==> src/rtl/hmb_defs.vh <==
// Constants for the host mailbox and status pin block
`ifndef HMB_DEFS_VH
`define HMB_DEFS_VH

// ==========================================================
// Register byte offsets
`define HMB_ADDR_W          8
`define HMB_OFF_INBOX       8'h00
`define HMB_OFF_OUTBOX      8'h04
`define HMB_OFF_FLAGS       8'h08
`define HMB_OFF_STATUS_IN   8'h0C
`define HMB_OFF_EVENT       8'h10
`define HMB_OFF_MASK        8'h14
`define HMB_OFF_STATUS_OUT  8'h18

// ==========================================================
// Field positions
`define HMB_FLAG_INBOX_FULL   0
`define HMB_FLAG_OUTBOX_FULL  1
`define HMB_EV_HOST_WROTE     0
`define HMB_EV_HOST_READ      1
`define HMB_EV_STATUS_LSB     2
`define HMB_EV_W              6

// ==========================================================
// Reset values
`define HMB_RST_WORD        32'h0000_0000
`define HMB_RST_EVENT       6'h00
`define HMB_RST_MASK        6'h00
`define HMB_RST_STATUS_OUT  4'h0
`define HMB_INIT_PATTERN    4'hF

// ==========================================================
// Init count in core clock cycles and pin synchroniser width in bits
`define HMB_INIT_CYCLES     8'h10
`define HMB_SYNC_W          39

`endif

==> src/rtl/hmb_top.v <==
// Host mailbox pair, status pins and APB register file
//
// Notes on behaviour
// A completed host write into the inbox raises the inbox full flag, which means full while high.
// An internal processor read of the inbox clears the inbox full flag.
// An internal processor write of the outbox sets the outbox full flag and holds it while unread.
// A host read of the outbox returns the outbox full flag to zero.
// Mailbox select high with read select low makes a host transfer a write into the inbox.
// Mailbox select high with read select high makes a host transfer a read of the outbox.
// Four external status inputs can be polled by the internal processor.
// The status inputs also set their bits in the event register.
// The four status outputs follow register bits that the internal processor sets or clears.
// The status outputs also carry a pattern during the initialisation after reset.
// Reset clears both full flags and drives the status outputs to a defined level.
// The host writes only while the inbox is empty and reads only while the outbox is full; host_wr and host_rd here ignore both full flags.
`timescale 1ns/10ps
`include "hmb_defs.vh"
module hmb_top
(
    input  wire                   CORE_CLK_I,
    input  wire                   NRST_I,
    input  wire                   PSEL_I,
    input  wire                   PENABLE_I,
    input  wire                   PWRITE_I,
    input  wire [`HMB_ADDR_W-1:0] PADDR_I,
    input  wire [31:0]            PWDATA_I,
    output reg                    PREADY_O,
    output reg  [31:0]            PRDATA_O,
    output reg                    PSLVERR_O,
    input  wire                   MAILBOX_SELECT_I,
    input  wire                   HOST_PORT_READ_SELECT_I,
    input  wire                   HOST_STROBE_I,
    input  wire [31:0]            HOST_DATA_I,
    output reg  [31:0]            HOST_DATA_O,
    output reg                    HOST_DATA_OE_O,
    output reg                    INBOX_FULL_FLAG_O,
    output reg                    OUTBOX_FULL_FLAG_O,
    input  wire [3:0]             EXT_STATUS_IN_I,
    output reg  [3:0]             EXT_STATUS_OUT_O,
    output reg                    IRQ_O
);
    // ==========================================================
    // Reset and pin synchronisation
    wire                    rst_n;
    wire [`HMB_SYNC_W-1:0]  pins_sync;
    wire                    sel_s;
    wire                    rd_s;
    wire                    strobe_s;
    wire [31:0]             data_s;
    wire [3:0]              status_s;

    hmb_reset_sync u_rst
    (
        .clk_i   (CORE_CLK_I),
        .nrst_i  (NRST_I),
        .rst_n_o (rst_n)
    );

    hmb_sync #(.WIDTH(`HMB_SYNC_W)) u_sync
    (
        .clk_i   (CORE_CLK_I),
        .rst_n_i (rst_n),
        .async_i ({EXT_STATUS_IN_I, HOST_DATA_I, HOST_STROBE_I,
                   HOST_PORT_READ_SELECT_I, MAILBOX_SELECT_I}),
        .sync_o  (pins_sync)
    );

    assign sel_s    = pins_sync[0];
    assign rd_s     = pins_sync[1];
    assign strobe_s = pins_sync[2];
    assign data_s   = pins_sync[34:3];
    assign status_s = pins_sync[38:35];

    // ==========================================================
    // Host port transfer decode
    reg        strobe_d;
    reg  [3:0] status_d;
    wire       host_start;
    wire       host_wr;
    wire       host_rd;

    always @(posedge CORE_CLK_I or negedge rst_n)
    begin
        if (!rst_n)
        begin
            strobe_d <= 1'b0;
            status_d <= 4'h0;
        end
        else
        begin
            strobe_d <= strobe_s;
            status_d <= status_s;
        end
    end

    // A rising edge of the synced strobe starts one transfer
    assign host_start = strobe_s & ~strobe_d;
    assign host_wr    = host_start & sel_s & ~rd_s;
    assign host_rd    = host_start & sel_s & rd_s;

    // ==========================================================
    // APB decode
    wire       apb_do;
    wire       apb_wr;
    wire       apb_rd;
    reg  [6:0] dec;
    wire       a_inbox;
    wire       a_outbox;
    wire       a_flags;
    wire       a_stin;
    wire       a_event;
    wire       a_mask;
    wire       a_stout;
    wire       a_hit;

    // Transfer completes in the answered access cycle
    assign apb_do = PSEL_I & PENABLE_I & PREADY_O;
    assign apb_wr = apb_do & PWRITE_I;
    assign apb_rd = apb_do & ~PWRITE_I;

    // One-hot register select; an unmapped address leaves it empty
    always @*
    begin
        dec = 7'h00;
        if (PADDR_I == `HMB_OFF_INBOX)
            dec = 7'h01;
        else if (PADDR_I == `HMB_OFF_OUTBOX)
            dec = 7'h02;
        else if (PADDR_I == `HMB_OFF_FLAGS)
            dec = 7'h04;
        else if (PADDR_I == `HMB_OFF_STATUS_IN)
            dec = 7'h08;
        else if (PADDR_I == `HMB_OFF_EVENT)
            dec = 7'h10;
        else if (PADDR_I == `HMB_OFF_MASK)
            dec = 7'h20;
        else if (PADDR_I == `HMB_OFF_STATUS_OUT)
            dec = 7'h40;
    end

    assign a_inbox  = dec[0];
    assign a_outbox = dec[1];
    assign a_flags  = dec[2];
    assign a_stin   = dec[3];
    assign a_event  = dec[4];
    assign a_mask   = dec[5];
    assign a_stout  = dec[6];
    assign a_hit    = |dec;

    // ==========================================================
    // Mailboxes and full flags
    reg [31:0] inbox;
    reg [31:0] outbox;
    reg        inbox_full;
    reg        outbox_full;

    always @(posedge CORE_CLK_I or negedge rst_n)
    begin
        if (!rst_n)
        begin
            inbox       <= `HMB_RST_WORD;
            outbox      <= `HMB_RST_WORD;
            inbox_full  <= 1'b0;
            outbox_full <= 1'b0;
        end
        else
        begin
            if (host_wr)
                inbox <= data_s;
            // Outbox word stays after a host read; only the flag drops
            if (apb_wr && a_outbox)
                outbox <= PWDATA_I;
            // Set wins over a clear in the same cycle
            if (host_wr)
                inbox_full <= 1'b1;
            else if (apb_rd && a_inbox)
                inbox_full <= 1'b0;
            if (apb_wr && a_outbox)
                outbox_full <= 1'b1;
            else if (host_rd)
                outbox_full <= 1'b0;
        end
    end

    // ==========================================================
    // Event, mask and status output registers
    reg  [`HMB_EV_W-1:0] event_bits;
    reg  [`HMB_EV_W-1:0] mask;
    reg  [3:0]           status_out;
    reg  [7:0]           init_cnt;
    wire [`HMB_EV_W-1:0] ev_set;
    wire [`HMB_EV_W-1:0] ev_clr;
    wire                 init_busy;

    assign ev_set = {status_s & ~status_d, host_rd, host_wr};
    assign ev_clr = (apb_wr && a_event) ? PWDATA_I[`HMB_EV_W-1:0] : {`HMB_EV_W{1'b0}};
    assign init_busy = (init_cnt != 8'h00);

    genvar g;
    generate
        for (g = 0; g < `HMB_EV_W; g = g + 1)
        begin : g_event
            always @(posedge CORE_CLK_I or negedge rst_n)
            begin
                if (!rst_n)
                    event_bits[g] <= 1'b0;
                else if (ev_set[g])
                    event_bits[g] <= 1'b1;
                else if (ev_clr[g])
                    event_bits[g] <= 1'b0;
            end
        end
    endgenerate

    always @(posedge CORE_CLK_I or negedge rst_n)
    begin
        if (!rst_n)
        begin
            mask       <= `HMB_RST_MASK;
            status_out <= `HMB_RST_STATUS_OUT;
        end
        else
        begin
            if (apb_wr && a_mask)
                mask <= PWDATA_I[`HMB_EV_W-1:0];
            if (apb_wr && a_stout)
                status_out <= PWDATA_I[3:0];
        end
    end

    // Init pattern hold-off, counted down once per reset
    always @(posedge CORE_CLK_I or negedge rst_n)
    begin
        if (!rst_n)
            init_cnt <= `HMB_INIT_CYCLES;
        else if (init_busy)
            init_cnt <= init_cnt - 8'h01;
    end

    // ==========================================================
    // Registered outputs
    reg [31:0] next_rdata;

    always @*
    begin
        next_rdata = 32'h0000_0000;
        if (a_inbox)
            next_rdata = inbox;
        else if (a_outbox)
            next_rdata = outbox;
        else if (a_flags)
            next_rdata = {30'h0000_0000, outbox_full, inbox_full};
        else if (a_stin)
            next_rdata = {28'h000_0000, status_s};
        else if (a_event)
            next_rdata = {26'h000_0000, event_bits};
        else if (a_mask)
            next_rdata = {26'h000_0000, mask};
        else if (a_stout)
            next_rdata = {28'h000_0000, status_out};
    end

    always @(posedge CORE_CLK_I or negedge rst_n)
    begin
        if (!rst_n)
        begin
            PREADY_O  <= 1'b0;
            PRDATA_O  <= 32'h0000_0000;
            PSLVERR_O <= 1'b0;
        end
        else
        begin
            // One wait state: answer in the second access cycle
            PREADY_O  <= PSEL_I & PENABLE_I & ~PREADY_O;
            PSLVERR_O <= PSEL_I & PENABLE_I & ~PREADY_O & ~a_hit;
            if (PSEL_I && PENABLE_I && !PREADY_O && !PWRITE_I)
                PRDATA_O <= next_rdata;
        end
    end

    // ==========================================================
    // Pin side outputs
    always @(posedge CORE_CLK_I or negedge rst_n)
    begin
        if (!rst_n)
        begin
            HOST_DATA_O        <= 32'h0000_0000;
            HOST_DATA_OE_O     <= 1'b0;
            INBOX_FULL_FLAG_O  <= 1'b0;
            OUTBOX_FULL_FLAG_O <= 1'b0;
            EXT_STATUS_OUT_O   <= `HMB_RST_STATUS_OUT;
            IRQ_O              <= 1'b0;
        end
        else
        begin
            // Read data driven while the synced read request stands
            HOST_DATA_O        <= outbox;
            HOST_DATA_OE_O     <= sel_s & rd_s & strobe_s;
            INBOX_FULL_FLAG_O  <= inbox_full;
            OUTBOX_FULL_FLAG_O <= outbox_full;
            EXT_STATUS_OUT_O   <= init_busy ? `HMB_INIT_PATTERN : status_out;
            IRQ_O              <= |(event_bits & mask);
        end
    end
endmodule

==> src/rtl/hmb_sync.v <==
// Two-stage synchroniser for pin inputs
`timescale 1ns/10ps
module hmb_sync
#(
    parameter WIDTH = 1
)
(
    input  wire             clk_i,
    input  wire             rst_n_i,
    input  wire [WIDTH-1:0] async_i,
    output reg  [WIDTH-1:0] sync_o
);
    reg [WIDTH-1:0] meta;

    always @(posedge clk_i or negedge rst_n_i)
    begin
        if (!rst_n_i)
        begin
            meta   <= {WIDTH{1'b0}};
            sync_o <= {WIDTH{1'b0}};
        end
        else
        begin
            meta   <= async_i;
            sync_o <= meta;
        end
    end
endmodule

==> src/rtl/hmb_reset_sync.v <==
// Reset release synchroniser: asserts at once, releases after two edges
`timescale 1ns/10ps
module hmb_reset_sync
(
    input  wire clk_i,
    input  wire nrst_i,
    output reg  rst_n_o
);
    reg stage;

    always @(posedge clk_i or negedge nrst_i)
    begin
        if (!nrst_i)
        begin
            stage   <= 1'b0;
            rst_n_o <= 1'b0;
        end
        else
        begin
            stage   <= 1'b1;
            rst_n_o <= stage;
        end
    end
endmodule

==> config.mk <==
export PLATFORM = sky130hd
export DESIGN_NAME = hmb_top
export DESIGN_NICKNAME = d
export VERILOG_FILES = /design/src/rtl/hmb_top.v /design/src/rtl/hmb_sync.v /design/src/rtl/hmb_reset_sync.v
export VERILOG_INCLUDE_DIRS = /design/src /design/src/rtl
export SDC_FILE = /design/constraint.sdc
export NUM_CORES = 1
export LEC_CHECK = 0
export BUFFER_PORTS_ARGS = -buffer_cell sky130_fd_sc_hd__buf_2
export CAP_MARGIN = 20
export CORE_MARGIN = 10
export CORE_UTILIZATION = 50
export CTS_BUF_LIST = sky130_fd_sc_hd__clkbuf_4 sky130_fd_sc_hd__clkbuf_8 sky130_fd_sc_hd__clkbuf_16
export CTS_CLUSTER_DIAMETER = 40
export DETAILED_ROUTE_END_ITERATION = 16
export PLACE_DENSITY = 0.74
export SLEW_MARGIN = 30
export SYNTH_ARGS = -nofsm -noshare
export SYNTH_HDL_FRONTEND = slang
export SYNTH_HIERARCHICAL = 1
export SYNTH_SLANG_ARGS = --single-unit
==> constraint.sdc <==
create_clock -name CORE_CLK_I -period 9.5 [get_ports CORE_CLK_I]
set_input_delay 0 -clock CORE_CLK_I [delete_from_list [all_inputs] [get_ports CORE_CLK_I]]
set_output_delay 0 -clock CORE_CLK_I [all_outputs]
set_load 0.1 [all_outputs]
# --- Word level (Yosys, flattened, before mapping) ---
# Cells that the tools add are included.
word_totals:
  output_inout_bits: 74
  inputBits: 84
  reg_bits: 249
  elab_cells: 109
op_classes:
  add_sub_neg: 1
  bitwise: 20
  n_eq_ne: 6
  reduce_logical: 22
  mux: 32
op_table:
  columns: ["cell", "n"]
  rows:
  - ["$mux 32", 2]
  - ["$mux 7", 7]
  - ["$mux 6", 5]
  - ["$eq 8x5->1 const B", 3]
  - ["$eq 8x4->1 const B", 2]
  - ["$mux 1", 16]
  - ["$reduce_bool 2->1", 8]
  - ["$and 1x1->1", 12]
  - ["$eq 8x3->1 const B", 1]
  - ["$logic_and 1x1->1", 8]
  - ["$logic_not 8->1", 1]
  - ["$mux 4", 2]
  - ["$reduce_bool 8->1", 1]
  - ["$sub 8x1->8 const B", 1]
  - ["$reduce_or 7->1", 1]
  - ["$and 6x6->6", 1]
  - ["$reduce_or 6->1", 1]
  - ["$not 1->1", 5]
  - ["$and 4x4->4", 1]
  - ["$not 4->4", 1]
  - ["$logic_not 1->1", 2]

# --- Longest topological paths before layout ---
depth:
  word_depth: 15
  ltp_mapped: 7
  mapped_depth_nobuf: 5

# --- By module ---
# Netlist, hierarchy kept.
modules_own_cells:
  columns: ["module", "area_per_inst_um2", "seq_area_each_um2", "cells_each", "instances"]
  rows:
  - ["hmb_top", 6491.2, 4230.3, 480, 1]
  - ["hmb_sync", 1951.9, 1951.9, 78, 1]
  - ["hmb_reset_sync", 53.8, 50.0, 3, 1]

# --- Worst setup path after synthesis ---
# OpenSTA, ideal clock, no wires.
synth_path:
  kind: "reg2reg"
  startpoint: "reg PREADY_O"
  endpoint: "reg outbox[10]"
  synth_period_minus_slack_ns: 2.249
  path_slack_ns: 7.251
  n_path_buf: 1
  stages_incl_launch_ff: 5
  t_required_ns: 9.375
  t_arrival_ns: 2.124
  setup_time_ns: 0.125
  cell_sequence: "dfrtp_1 > nand4_1 > nor4_4 > buf_6 > mux2_2"
synth_between:
  elab_chain_cells: 3
synth_rtl:
  columns: ["element", "line_no", "text"]
  rows:
  - ["from (decl)", "hmb_top.v:27", "output reg PREADY_O,"]
  - ["from (signal assigned)", "hmb_top.v:274", "PREADY_O <= PSEL_I & PENABLE_I & ~PREADY_O;"]
  - ["$and 1x1->1", "hmb_top.v:117", "assign apb_do = PSEL_I & PENABLE_I & PREADY_O;"]
  - ["$and 1x1->1", "hmb_top.v:118", "assign apb_wr = apb_do & PWRITE_I;"]
  - ["$logic_and 1x1->1", "hmb_top.v:171", "if (apb_wr && a_outbox)"]
  - ["to (signal assigned)", "hmb_top.v:162", "outbox <= `HMB_RST_WORD;"]
  - ["to (decl)", "hmb_top.v:153", "reg [31:0] outbox;"]
# Every way passes these cells.
# A chain may end at the register's enable or synchronous reset.

# --- Worst setup path after layout ---
layout_path:
  startpoint: "in PADDR_I[4]"
  endpoint: "reg outbox[20]"
layout_between:
  elab_chain_cells: 8
  word_cells_on_any_way: 13
  classes_between: "eq/ne: 5; mux: 6; reduce/logical: 2"
layout_rtl:
  columns: ["element", "line_no", "text"]
  rows:
  - ["from (decl)", "hmb_top.v:25", "input wire [`HMB_ADDR_W-1:0] PADDR_I,"]
  - ["$eq 8x5->1 (no line)", null, null]
  - ["$mux 7", "hmb_top.v:135", "else if (PADDR_I == `HMB_OFF_MASK)"]
  - ["$mux 7", "hmb_top.v:133", "else if (PADDR_I == `HMB_OFF_EVENT)"]
  - ["$mux 7", "hmb_top.v:131", "else if (PADDR_I == `HMB_OFF_STATUS_IN)"]
  - ["$mux 7", "hmb_top.v:129", "else if (PADDR_I == `HMB_OFF_FLAGS)"]
  - ["$mux 7", "hmb_top.v:127", "else if (PADDR_I == `HMB_OFF_OUTBOX)"]
  - ["$mux 7 *", "hmb_top.v:125", "if (PADDR_I == `HMB_OFF_INBOX)"]
  - ["$logic_and 1x1->1 *", "hmb_top.v:171", null]
# Mark *: on every way between the ends. The rest lies on a longest branch, timed or not.

==> reports/qor.csv <==
stage;metric;value;unit
status;status;completed;
sta;holdWs;0.0216;ns
sta;setup_tns;0;ns
setup_path;required;9.91;ns
finish;fin_cells;1056;
routing;wl_per_cell;19.2;microns
placed_design;place.gp.congestion;0.813;
finish;nFillCells;1158;
setup_path;worstSetupEndpointType;register;
sta;timing.fmax;455;MHz
global_routing;grt_overflow;0;
global_routing;grt_antenna_before_repair;0;
synthesis;yosys_warnings;6;
finish;diodes;0;
synthesis;synth_top_area_cell;dfrtp_1;
sta;setup_slack;7.30;ns
setup_path;critPathMaxStageDelay;0.67;ns
setup_path;critPathArrivalTime;2.61;ns
floorplanning;io_pins;158;
clocking;clk_path_buf_depth;3;
sta;final_hold_viol_count;0;
global_routing;grt_pass1_wl;32.6;mm
synthesis;synth-seq-cells;249;
synthesis;synth.distinct_cells;44;
synthesis;synth.top_cell.area_share;73.0;%
synthesis;syn-num-nets;646;
placed_design;post-dp-hpwl;12.6;mm
synthesis;yosys-top-cells-count;dfrtp_1 (248), mux2_2 (67), nor2_1 (67);
clocking;numClockSinks;249;
placed_design;post-place-ws;7.24;ns
floorplanning;core-area;0.0166;sq mm
synthesis;yosysMostFrequentCell;dfrtp_1;
routing;ant_nets;0;
synthesis;synth-async-reset-ratio;100;%
sta;setup_viol;0;
synthesis;syn_area;0.00850;sq mm
power;ir_worst_vdd;0.168;mV
floorplanning;die_y;150;microns
sta;rsz0062_at_grt;false;
routing;drc_errors;0;
clocking;cts_root_buf;clkbuf_16;
floorplanning;initial_utilization;51.1;%
setup_path;startpoint_type;primary input;
clocking;postCtsSetupRepairBufs;0;
clocking;clk_latency;0.54;ns
power;power_density;232;mW/mm^2
power;p_leak;0.00564;uW
sta;skew;0.0242;ns
setup_path;crit_path_max_fanout;34;
synthesis;synth.area.top_cells;dfrtp_1 (73%), mux2_2 (8.9%), nor2_1 (3.0%);
job;cap_viol_max_count;0;
routing;drtIter0Drc;198;
floorplanning;die_area;0.0226;sq mm
finish;area_growth;33.8;%
setup_path;path_cells;dlygate4sd3_1 -> buf_2 -> or4_1 -> nor4_4 -> buf_4 -> mux2_2;
routing;vias;5520;
sta;relSlewSlack;47.2;%
floorplanning;die_width;150;microns
finish;final_nets;900;
setup_path;cp_slowest_cell;or4_1;
synthesis;ys_seq_area_share;73.3;%
synthesis;syn_area_per_cell;15.1;sq um
sta;slew_violations;0;
global_routing;track_usage;17.9;%
sta;finalCritPeriodShare;23.1;%
synthesis;ys.flop_type;dfrtp_1;
setup_path;criticalPathCategory;primary input to register;
sta;min_period;2.20;ns
worst_hold_path;hold_path_class;primary input to register;
clocking;htreeDepth;1;
clocking;clk_pin_slew_worst_paths;0.06;ns
finish;layout-drive-gt1-share;35.6;%
synthesis;syn_inst;561;
floorplanning;row_count;47;
routing;wl;20.2;mm
routing;avgViaCountPerCell;5.23;
global_routing;grt_pass1_vias;6161;
global_routing;grt_max_degree;86;
clocking;cts_tree;built;
placed_design;port_buffers;157;
placed_design;dpl.cell_count;919;
clocking;cts_made_buffers;31;
synthesis;synth_edf_count;0;
routing;dr.pass1.iters;4;
sta;tightest_slew;0.792;ns
[registers in the layout (all words and copies together) (netlist names), 4 cells and up]
signal	cells
u_sync/meta	39
status_out	4
inbox	32
outbox	32
status_d	4
event_bits	6
mask	6
init_cnt	8
u_sync/sync_o	39
HOST_DATA_O	32
PRDATA_O	32
EXT_STATUS_OUT_O	4
[area by class of cell]
| class | instances | area, sq um | share of cell area, % |
|---|---|---|---|
| tap | 220 | 275 | 2.42 |
| multi-input combinational | 275 | 2110 | 18.6 |
| inverter | 11 | 41.3 | 0.363 |
| clock inverter | 17 | 181 | 1.60 |
| sequential | 249 | 6240 | 54.9 |
| clock buffer | 37 | 827 | 7.27 |
| timing repair buffer | 247 | 1690 | 14.9 |
[metal layers]
layer / wire [microns] / up-vias / part of all wire [%] / GRT usage (%)
li1: - / 2471 / - / -
met1: 8430 / 2822 / 42 / 22.5
met2: 9850 / 190 / 49 / 29.5
met3: 1530 / 37 / 7.5 / 5.22
met4: 437 / 0 / 2.2 / 5.64
met5: 0 / - / 0 / 0
[metrics by stage]
step	power [uW]	util [%]	instance area [sq um]
after floorplan	1430	-	8500
after global placement	1500	57.1	9500
after global routing	2740	68.3	11400
after detailed placement	1500	57.1	9500
after CTS	2660	68.1	11300
final	2640	68.3	11400
[power breakdown]
part / total [uW] / leakage [uW] / switching (uW) / internal (uW)
sequential: 1170 / 0.00311 / 41.1 / 1130
combinational: 340 / 0.00204 / 248 / 91.8
clock: 1130 / 0.000497 / 444 / 683
total: 2640 / 0.00564 / 732 / 1910
[repair_timing]
action                                 in CTS  in global routing
resized for setup                           0                  0
endpoints found under the hold margin      94                  0
hold buffers                               82                  0
[critical path: cells and delay by family]
| kind | cells | cell delay [ns] |
|---|---|---|
| simple gates | 2 | 0.93 |
| mux | 1 | 0.40 |
| buf+inv | 3 | 1.25 |
[cell families after synthesis]
kind of cell / count (synthesis) / share of synthesized area (%)
DFF: 249 / 73.3
AOI/OAI and AO/OA: 58 / 5.46
muxes: 83 / 10.9
xor gates and xnor gates: 5 / 0.515
other: 1 / 0.0441
buffers and inverters: 37 / 2.06
adders and majority gates: 1 / 0.147
and+or+nand+nor: 127 / 7.54
[placed cells by master, fill, tap and decap left out, types with 4 or more instances in the layout]
| cell | netlist | final |
|---|---|---|
| mux2_1 | 8 | 8 |
| nand2_1 | 17 | 17 |
| xnor2_1 | 4 | 4 |
| buf_2 | 5 | 157 |
| clkbuf_4 | 0 | 5 |
| inv_6 | 0 | 8 |
| clkbuf_16 | 0 | 31 |
| nand3_1 | 8 | 8 |
| a221oi_1 | 27 | 27 |
| a22o_1 | 4 | 4 |
| o31ai_1 | 5 | 5 |
| dfrtp_1 | 248 | 247 |
| dlygate4sd3_1 | 0 | 82 |
| nand2b_1 | 5 | 5 |
| inv_1 | 11 | 11 |
| nor2_1 | 67 | 66 |
| buf_4 | 0 | 5 |
| mux2_2 | 67 | 67 |
| nand3b_1 | 5 | 5 |
| mux2i_1 | 8 | 8 |
| nor3_1 | 4 | 4 |
| o21ai_0 | 6 | 6 |
[path summary, 6_finish.rpt]
path / startpoint / to / slack, ns / cells past startpoint
min in group asynchronous: u_rst/rst_n_o / inbox[24] / 0.28 / 0
max in group asynchronous: u_rst/rst_n_o / HOST_DATA_O[6] / 7.81 / 2
worst min-delay path: PADDR_I[5] / event_bits[0] / 0.02 / 5
worst max register to register: init_cnt[3] / init_cnt[1] / 7.48 / 4
worst min register to register: u_rst/rst_n_o / inbox[24] / 0.28 / 0
worst max-delay path: PADDR_I[4] / outbox[20] / 7.30 / 6
No activity file was read; power rests on OpenSTA's default activity.
